==> config.mk <==
export PLATFORM = sky130hd
export DESIGN_NAME = nvsc_host
export DESIGN_NICKNAME = d
export VERILOG_FILES = /design/src/core/nvsc_pkg.sv /design/src/core/nvsc_timer.sv /design/src/core/nvsc_host.sv
export VERILOG_INCLUDE_DIRS = /design/src /design/src/core
export SDC_FILE = /design/constraint.sdc
export NUM_CORES = 1
export LEC_CHECK = 0
export BUFFER_PORTS_ARGS = -buffer_cell sky130_fd_sc_hd__buf_2
export CAP_MARGIN = 0
export CORE_ASPECT_RATIO = 1.2
export CORE_MARGIN = 8
export CORE_UTILIZATION = 30
export DETAILED_ROUTE_END_ITERATION = 12
export MAX_ROUTING_LAYER = met4
export PLACE_DENSITY_LB_ADDON = 0.3
export SETUP_SLACK_MARGIN = 0.2
export SLEW_MARGIN = 0
export SYNTH_ARGS = -nofsm -noshare
export SYNTH_HDL_FRONTEND = slang
export SYNTH_SLANG_ARGS = --single-unit
==> constraint.sdc <==
create_clock -name clk -period 6.4 [get_ports clk]
set_input_delay 0.96 -clock clk [delete_from_list [all_inputs] [get_ports clk]]
set_output_delay 0.96 -clock clk [all_outputs]
set_load 0.01 [all_outputs]
==> src/core/nvsc_params.svh <==
// Timing counts and pin constants for the nonvolatile SRAM host controller.
// Assumes a 125 MHz clock; included by the package user modules by bare name.
`ifndef NVSC_PARAMS_SVH
`define NVSC_PARAMS_SVH
`define NVSC_CLK_MHZ 125
`define NVSC_ADDR_W 19
`define NVSC_DATA_W 16
`define NVSC_CYCLE_NS 45
`define NVSC_CYCLE_CYC ((`NVSC_CYCLE_NS * `NVSC_CLK_MHZ + 999) / 1000)
`define NVSC_WPULSE_NS 30
`define NVSC_WPULSE_CYC ((`NVSC_WPULSE_NS * `NVSC_CLK_MHZ + 999) / 1000)
`define NVSC_RDACC_NS 45
`define NVSC_RDACC_CYC ((`NVSC_RDACC_NS * `NVSC_CLK_MHZ + 999) / 1000)
`define NVSC_HSBPW_NS 15
`define NVSC_HSBPW_CYC ((`NVSC_HSBPW_NS * `NVSC_CLK_MHZ + 999) / 1000)
`define NVSC_RESTORE_MS 20
`define NVSC_RESTORE_CYC (`NVSC_RESTORE_MS * `NVSC_CLK_MHZ * 1000)
`define NVSC_SAVE_MS 8
`define NVSC_SAVE_CYC (`NVSC_SAVE_MS * `NVSC_CLK_MHZ * 1000)
`define NVSC_SWRECALL_US 200
`define NVSC_SWRECALL_CYC (`NVSC_SWRECALL_US * `NVSC_CLK_MHZ)
`define NVSC_SEQ_US 100
`define NVSC_SEQ_CYC (`NVSC_SEQ_US * `NVSC_CLK_MHZ)
`define NVSC_SEQ_LEN 6
`define NVSC_SEQ_A0 19'h0e38
`define NVSC_SEQ_A1 19'h31c7
`define NVSC_SEQ_A2 19'h03e0
`define NVSC_SEQ_A3 19'h3c1f
`define NVSC_SEQ_A4 19'h303f
`define NVSC_SEQ_SAVE 19'h0fc0
`define NVSC_SEQ_RESTORE 19'h0c63
`endif

==> src/core/nvsc_pkg.sv <==
// Types shared by the nonvolatile SRAM host controller.
// Assumes nvsc_params.svh for widths.
`include "nvsc_params.svh"
package nvsc_pkg;
  typedef enum logic [2:0] {
    NVSC_OP_READ = 3'b000,
    NVSC_OP_WRITE = 3'b001,
    NVSC_OP_HWSAVE = 3'b010,
    NVSC_OP_SWSAVE = 3'b011,
    NVSC_OP_SWRESTORE = 3'b100
  } nvsc_op_t;
  typedef struct packed {
    nvsc_op_t op;
    logic [`NVSC_ADDR_W-1:0] addr;
    logic [`NVSC_DATA_W-1:0] wdata;
    logic [1:0] byteEn;
  } nvsc_req_t;
  typedef struct packed {
    logic chipSel_n;
    logic writeStrobe_n;
    logic outGate_n;
    logic upper_byte_lane_n;
    logic lower_byte_lane_n;
    logic [`NVSC_ADDR_W-1:0] addr;
  } nvsc_pins_t;
endpackage : nvsc_pkg

==> src/core/nvsc_timer.sv <==
// Down counter used for access phases and long save or restore waits.
// Assumes one clock and synchronous active high reset.
`timescale 1ns/100ps
module nvsc_timer #(
  parameter int W = 32
) (
  input wire logic clk,
  input wire logic rst,
  input wire logic load,
  input wire logic [W-1:0] loadVal,
  output logic done
);
  if (W < 1) begin : gWidthCheck
    $error("W must be at least 1");
  end
  logic [W-1:0] cnt_ff;
  always_ff @(posedge clk) begin
    if (rst) begin
      cnt_ff <= '0;
    end else if (load) begin
      cnt_ff <= loadVal;
    end else if (cnt_ff != '0) begin
      cnt_ff <= cnt_ff - W'(1);
    end
  end
  // Pure count state: the sequencer derives its load from done, so done must not depend on load
  assign done = (cnt_ff == '0);
endmodule : nvsc_timer

==> src/core/nvsc_host.sv <==
// Host controller driving a nonvolatile SRAM through its asynchronous pins.
// Assumes the memory supply rises with rst release; memory pins are off chip.
// Functional notes
// - Write strobe stays high through every read, including command reads.
// - Hardware save line stays released high during all ordinary accesses.
// - Save line may glitch at power edges; host ignores it then.
// - Byte lanes apply only in 16-bit organization.
// - Command is six reads of fixed addresses, strobe high throughout.
// - Each command step is a read ended by chip select.
`timescale 1ns/100ps
`include "nvsc_params.svh"
module nvsc_host #(
  parameter int WIDE = 1,
  parameter int RESTORE_CYC = `NVSC_RESTORE_CYC,
  parameter int SAVE_CYC = `NVSC_SAVE_CYC,
  parameter int SWRECALL_CYC = `NVSC_SWRECALL_CYC,
  parameter int SEQ_CYC = `NVSC_SEQ_CYC
) (
  input wire logic clk,
  input wire logic rst,
  input wire logic reqValid,
  input nvsc_pkg::nvsc_req_t req,
  output logic reqReady,
  output logic rspValid,
  output logic [`NVSC_DATA_W-1:0] rspData,
  output nvsc_pkg::nvsc_pins_t pins,
  output logic [`NVSC_DATA_W-1:0] dataOut,
  output logic dataOe,
  input wire logic [`NVSC_DATA_W-1:0] dataIn,
  output logic saveLineOut,
  output logic saveLineOe,
  input wire logic hw_save_line_n
);
  import nvsc_pkg::*;

  typedef enum logic [2:0] {
    NVSC_S_BOOT = 3'b000,
    NVSC_S_IDLE = 3'b001,
    NVSC_S_READ = 3'b010,
    NVSC_S_WRITE = 3'b011,
    NVSC_S_GAP = 3'b100,
    NVSC_S_SAVEPULSE = 3'b101,
    NVSC_S_WAIT = 3'b110
  } nvsc_state_t;

  if (WIDE != 0 && WIDE != 1) begin : gWideCheck
    $error("WIDE must be 0 or 1");
  end
  if (RESTORE_CYC < 1 || SAVE_CYC < 1 || SWRECALL_CYC < 1 || SEQ_CYC < 1) begin : gCountCheck
    $error("counts must be positive");
  end

  localparam logic [31:0] CycCyc = 32'(`NVSC_CYCLE_CYC);
  localparam logic [31:0] WrCyc = 32'(`NVSC_WPULSE_CYC);
  localparam logic [31:0] RdCyc = 32'(`NVSC_RDACC_CYC);
  localparam logic [31:0] HsbCyc = 32'(`NVSC_HSBPW_CYC);

  nvsc_state_t state_ff;
  nvsc_req_t cur_ff;
  logic [2:0] step_ff;
  logic waitLoad;
  logic [31:0] waitVal;
  logic tDone;
  logic [2:0] saveSync_ff;
  logic saveSeen_ff;
  logic [31:0] bootCnt_ff;

  nvsc_timer #(.W(32)) uTimer (
    .clk(clk),
    .rst(rst),
    .load(waitLoad),
    .loadVal(waitVal),
    .done(tDone)
  );

  // Three-stage sampling of the shared save line
  always_ff @(posedge clk) begin
    if (rst) begin
      saveSync_ff <= 3'h7;
      saveSeen_ff <= 1'b1;
    end else begin
      saveSync_ff <= {saveSync_ff[1:0], hw_save_line_n};
      if (saveSync_ff[1] == saveSync_ff[2]) begin
        saveSeen_ff <= saveSync_ff[2];
      end
    end
  end

  // Address of the current command step
  function automatic logic [`NVSC_ADDR_W-1:0] seqAddr(input logic [2:0] s, input nvsc_op_t op);
    case (s)
      3'h0: seqAddr = `NVSC_SEQ_A0;
      3'h1: seqAddr = `NVSC_SEQ_A1;
      3'h2: seqAddr = `NVSC_SEQ_A2;
      3'h3: seqAddr = `NVSC_SEQ_A3;
      3'h4: seqAddr = `NVSC_SEQ_A4;
      default: seqAddr = (op == NVSC_OP_SWSAVE) ? `NVSC_SEQ_SAVE : `NVSC_SEQ_RESTORE;
    endcase
  endfunction : seqAddr

  logic isSeq;
  assign isSeq = (cur_ff.op == NVSC_OP_SWSAVE) || (cur_ff.op == NVSC_OP_SWRESTORE);

  always_comb begin
    waitLoad = 1'b0;
    waitVal = '0;
    case (state_ff)
      NVSC_S_BOOT: begin
        waitLoad = 1'b0;
      end
      NVSC_S_IDLE: begin
        if (reqValid) begin
          waitLoad = 1'b1;
          case (req.op)
            NVSC_OP_WRITE: waitVal = WrCyc;
            NVSC_OP_HWSAVE: waitVal = HsbCyc;
            default: waitVal = RdCyc;
          endcase
        end
      end
      NVSC_S_READ, NVSC_S_WRITE: begin
        if (tDone) begin
          waitLoad = 1'b1;
          waitVal = CycCyc;
        end
      end
      NVSC_S_GAP: begin
        if (tDone && isSeq && step_ff != 3'(`NVSC_SEQ_LEN - 1)) begin
          waitLoad = 1'b1;
          waitVal = RdCyc;
        end else if (tDone && isSeq) begin
          // Command time plus save or restore lockout
          waitLoad = 1'b1;
          waitVal = 32'(SEQ_CYC) + ((cur_ff.op == NVSC_OP_SWSAVE) ? 32'(SAVE_CYC) : 32'(SWRECALL_CYC));
        end
      end
      NVSC_S_SAVEPULSE: begin
        if (tDone) begin
          waitLoad = 1'b1;
          waitVal = 32'(SAVE_CYC);
        end
      end
      default: begin
        waitLoad = 1'b0;
      end
    endcase
  end

  // Sequencer state
  always_ff @(posedge clk) begin
    if (rst) begin
      state_ff <= NVSC_S_BOOT;
      cur_ff <= '0;
      step_ff <= '0;
    end else begin
      case (state_ff)
        NVSC_S_BOOT: begin
          // Power-up restore window; save line glitches ignored
          if (bootCnt_ff == 32'(RESTORE_CYC)) begin
            state_ff <= NVSC_S_IDLE;
          end
        end
        NVSC_S_IDLE: begin
          if (reqValid) begin
            cur_ff <= req;
            step_ff <= '0;
            case (req.op)
              NVSC_OP_WRITE: state_ff <= NVSC_S_WRITE;
              NVSC_OP_HWSAVE: state_ff <= NVSC_S_SAVEPULSE;
              default: state_ff <= NVSC_S_READ;
            endcase
          end
        end
        NVSC_S_READ, NVSC_S_WRITE: begin
          if (tDone) begin
            state_ff <= NVSC_S_GAP;
          end
        end
        NVSC_S_GAP: begin
          if (tDone) begin
            if (isSeq && step_ff != 3'(`NVSC_SEQ_LEN - 1)) begin
              step_ff <= step_ff + 3'h1;
              state_ff <= NVSC_S_READ;
            end else if (isSeq) begin
              state_ff <= NVSC_S_WAIT;
            end else begin
              state_ff <= NVSC_S_IDLE;
            end
          end
        end
        NVSC_S_SAVEPULSE: begin
          if (tDone) begin
            state_ff <= NVSC_S_WAIT;
          end
        end
        NVSC_S_WAIT: begin
          // No traffic until the save or restore has surely ended
          if (tDone) begin
            state_ff <= NVSC_S_IDLE;
          end
        end
        default: begin
          state_ff <= NVSC_S_BOOT;
        end
      endcase
    end
  end

  // Power-up restore counter
  always_ff @(posedge clk) begin
    if (rst) begin
      bootCnt_ff <= '0;
    end else if (state_ff == NVSC_S_BOOT && bootCnt_ff != 32'(RESTORE_CYC)) begin
      bootCnt_ff <= bootCnt_ff + 32'h1;
    end
  end

  // Pin drive
  logic active;
  assign active = (state_ff == NVSC_S_READ) || (state_ff == NVSC_S_WRITE);
  always_ff @(posedge clk) begin
    if (rst) begin
      pins <= '{chipSel_n: 1'b1, writeStrobe_n: 1'b1, outGate_n: 1'b1, upper_byte_lane_n: 1'b1,
                lower_byte_lane_n: 1'b1, addr: '0};
      dataOut <= '0;
      dataOe <= 1'b0;
    end else begin
      pins.chipSel_n <= !active;
      // Strobe low only in write phase, never for reads
      pins.writeStrobe_n <= !(state_ff == NVSC_S_WRITE);
      // Gate held off in writes so the memory floats its outputs
      pins.outGate_n <= !(state_ff == NVSC_S_READ);
      // Lanes only meaningful in wide mode; held low otherwise
      pins.upper_byte_lane_n <= (WIDE != 0) ? !(active && (isSeq || cur_ff.byteEn[1])) : 1'b0;
      pins.lower_byte_lane_n <= (WIDE != 0) ? !(active && (isSeq || cur_ff.byteEn[0])) : 1'b0;
      pins.addr <= isSeq ? seqAddr(step_ff, cur_ff.op) : cur_ff.addr;
      dataOut <= cur_ff.wdata;
      dataOe <= (state_ff == NVSC_S_WRITE);
    end
  end

  // Save line: driven low only for a hardware save pulse
  always_ff @(posedge clk) begin
    if (rst) begin
      saveLineOut <= 1'b1;
      saveLineOe <= 1'b0;
    end else begin
      saveLineOut <= 1'b0;
      saveLineOe <= (state_ff == NVSC_S_SAVEPULSE);
    end
  end

  // Answer path
  always_ff @(posedge clk) begin
    if (rst) begin
      reqReady <= 1'b0;
      rspValid <= 1'b0;
      rspData <= '0;
    end else begin
      reqReady <= (state_ff == NVSC_S_IDLE && !reqValid) || (state_ff == NVSC_S_GAP && tDone && !isSeq)
                  || (state_ff == NVSC_S_WAIT && tDone) || (state_ff == NVSC_S_BOOT
                  && bootCnt_ff == 32'(RESTORE_CYC));
      rspValid <= (state_ff == NVSC_S_READ && tDone && cur_ff.op == NVSC_OP_READ)
                  || (state_ff == NVSC_S_WRITE && tDone) || (state_ff == NVSC_S_WAIT && tDone);
      if (state_ff == NVSC_S_READ && tDone) begin
        rspData <= (WIDE != 0) ? dataIn : {8'h00, dataIn[7:0]};
      end
    end
  end
endmodule : nvsc_host

==> reports/metrics.yaml <==
status: "complete, no violations"
hp-class: "reg -> reg"
avgSynthCellArea_um2: 8.628
worstReg2RegStart: "uTimer.cnt_ff[17]$_SDFFE_PP0P_"
synth_area_mm2: 0.007395
drt-total-wl_um: 18760
synth_top_area_share_pct: 46.29
post-dp-hpwl_um: 13140
drive_gt1_share_pct: 19.03
cp-endpoint: "reqReady$_SDFF_PP0_"
synth_largest_area_cell: "dfxtp_1"
viasPerCell: 4.938
rsz0062_at_grt: "no"
r2r_slack_ns: 3.42
p_clk_share_pct: 31.9
peakVddDrop_v: 0.0002022
num-fill-cells: 2590
min_period_ns: 2.977
grt_start_max_net_pins: 73
cts_buffers: 17
cellPowerDensity_mw_per_mm2: 356.0
yosys-top-cells-area: "dfxtp_1 (46%), a21oi_1 (7.1%), nand2_1 (5.5%)"
die_area_mm2: 0.02995
use_met2_pct: 21.79
r2r-end: "reqReady$_SDFF_PP0_"
core_area_mm2: 0.02444
grt_overflow_total: 0
cts.sinks: 171
synth_compound_area_share_pct: 17.12
gr-usage-met1_pct: 14.86
cts_setup_buffers: 0
tightest_slew_ns: 1.144
drv_slew: 0
p_sw_w: 0.001129
antenna_found_initial: 3
path_max_fanout: 14
synth_top_family_by_area: "simple AND/OR/NAND/NOR gates"
synth-async-reset-ratio_pct: 0
cp.arrival_ns: 3.29
syn_nets: 926
finalCritPeriodShare_pct: 46.51
switching_share_pct: 35.88
grt_use_total_pct: 12.82
synth-adder-area-share_pct: 1.523
seq_power_share_pct: 39.7
timing.fmax_mhz: 336.0
ys_seq_area_share_pct: 46.29
gp_congestion: 0.8070
grt.met3_usage_pct: 2.742
cts_resized: 0
ys_warn_count: 0
slew_headroom_pct: 23.36
nets: 1023
clockRootBuffer: "clkbuf_16"
clkTransAtPathRegs_ns: 0.07
finish.utilization_pct: 36.19
firstDrtPassIters: 4
synthSimpleGateAreaFrac_pct: 26.35
die_w_um: 159.3
first_global_vias: 6264
synth_cell_types: 65
area_growth_pct: 19.59
hold_viol_final: 0
port_buffers: 119
synth_xor_area_share_pct: 1.895
crit_type: "reg -> reg"
synthMuxAreaShare_pct: 2.860
startpoint: "uTimer.cnt_ff[17]$_SDFFE_PP0P_"
timing.setup.tns_ns: 0
p_int_w: 0.002019
start_util_pct: 30.26
vias: 6395
reg2reg_depth: 6
cts_tree: "built"
syn_inst: 857
cp-end-kind: "flop"
clock_latency_ns: 0.43
grt_pass1_wl_um: 31070
die_y_um: 188.0
setup_viol: 0
cap_violations: 0
comb_power_share_pct: 28.4
drc: 0
top_usage_layer: "met2"
cts-hold-fix-buffers: 0
power_leakage_nw: 3.274
start_kind: "flop"
critPathRequiredTime_ns: 6.71
ant_nets: 0
synth_ff_type: "dfxtp_1"
synth_enable_flop_cells: 0
io_pins: 121
ys_ff_latch: 171
drt_iter0_drc: 338
clock_skew_ns: 0.01431
avgRoutedWirePerCell_um: 14.48
cts_buffer_depth: 2
h-tree-depth: 4
num_rows: 63
[per-layer routing]
metal	up-vias	wire length [um]	part of all wire (%)
met3	12	544	2.9
met5	-	0	0
met1	2972	8522	45
li1	3307	-	-
met2	104	9394	50
met4	0	296	1.6
[power groups by stage]
stage               Combinational (W)  Sequential (W)  Clock, W
finish                       0.000894         0.00125   0.00101
global route                  0.00101         0.00126   0.00108
CTS                          0.000891         0.00125   0.00104
detailed placement           0.000888         0.00127         0
global placement             0.000873         0.00127         0
floorplan                    0.000751         0.00125         0
[cell type report]
cell class | instances | area [um2] | share of cell area (%)
Sequential cell | 171 | 3423 | 38.71
Multi-Input combinational cell | 618 | 3702 | 41.86
Antenna cell | 3 | 7.507 | 0.08489
Timing Repair Buffer | 127 | 658.1 | 7.442
Tap cell | 325 | 406.6 | 4.598
Inverter | 19 | 71.32 | 0.8065
Clock buffer | 17 | 425.4 | 4.810
Clock inverter | 15 | 148.9 | 1.684
[cell families after synthesis]
family | Yosys count
compound gates | 212
flops | 171
fa+ha+maj | 9
mux | 21
buf+inv | 68
simple gates | 360
xor+xnor | 16
[state kept, by name, indices dropped and copies added, names as in the netlist]
name,flops
uTimer.cnt_ff,32
reqReady,1
bootCnt_ff,32
pins,24
cur_ff,40
dataOut,16
state_ff,3
rspValid,1
saveLineOe,1
dataOe,1
step_ff,3
saveLineOut,1
rspData,16
[critical path: stages, from the launching register on]
cell     delay, ns
dfxtp_1       0.37
nor4_2        0.45
nand4_1       0.51
nor3_2        0.81
buf_4         0.33
nand3_1       0.09
a21oi_1       0.30
[worst min path at each step]
stage / start / to / slack (ns) / cells past startpoint
floorplan: cur_ff[18]$_SDFFE_PP0P_ / pins[0]$_SDFF_PP0_ / 0.42 / 2
global placement: cur_ff[28]$_SDFFE_PP0P_ / pins[10]$_SDFF_PP0_ / 0.43 / 1
detailed placement: cur_ff[19]$_SDFFE_PP0P_ / pins[1]$_SDFF_PP0_ / 0.44 / 2
CTS: cur_ff[1]$_SDFFE_PP0P_ / pins[20]$_SDFF_PP1_ / 0.45 / 1
global route: cur_ff[4]$_SDFFE_PP0P_ / cur_ff[4]$_SDFFE_PP0P_ / 0.46 / 2
finish: cur_ff[1]$_SDFFE_PP0P_ / pins[20]$_SDFF_PP1_ / 0.44 / 1
[cells in the mapped netlist (2+ instances only)]
library cell / number
a2111oi_0: 2
a211oi_1: 3
a21o_1: 5
a21oi_1: 105
and2_1: 7
and3_1: 6
and4_1: 5
buf_2: 5
clkbuf_1: 40
clkbuf_8: 2
dfxtp_1: 171
ha_1: 9
inv_1: 19
mux2i_1: 20
nand2_1: 108
nand2b_1: 9
nand3_1: 14
nand4_1: 20
nand4b_1: 2
nor2_1: 50
nor2b_1: 19
nor3_1: 24
nor3b_1: 5
nor4_1: 12
nor4_2: 2
nor4b_1: 8
nor4bb_1: 3
o2111ai_1: 2
o211ai_1: 6
o21a_1: 6
o21ai_0: 33
o22ai_1: 8
o31ai_1: 25
o32ai_1: 2
o41ai_1: 3
or2_2: 6
or3_1: 24
or4_1: 22
or4_4: 3
or4b_2: 3
xnor2_1: 8
xor2_1: 8
[stage by stage]
stage               hold WS [ns]  std cells  cell area (um2)  setup slack (ns)  power, W
global placement          0.4328       1260             8262             3.165  0.002142
finish                    0.4433       1295             8843             3.423  0.003148
floorplan                 0.4227        857             7395             3.766  0.001999
CTS                       0.4511       1292             8836             3.370  0.003176
detailed placement        0.4417       1260             8262             3.133  0.002157
global route              0.4643       1295             8843             3.175  0.003355
[cell usage in the layout, fill, tap and decap left out, drive strengths merged, types with 14 or more instances in the layout]
master	count
nand3	14
nand2	108
or4	26
mux2i	20
nor2	50
clkbuf	17
or3	25
buf	127
inv	29
nor3	24
o21ai	34
dfxtp	171
nand4	20
o31ai	25
nor2b	19
a21oi	105
nor4	14
No activity file was read; power rests on OpenSTA's default activity.
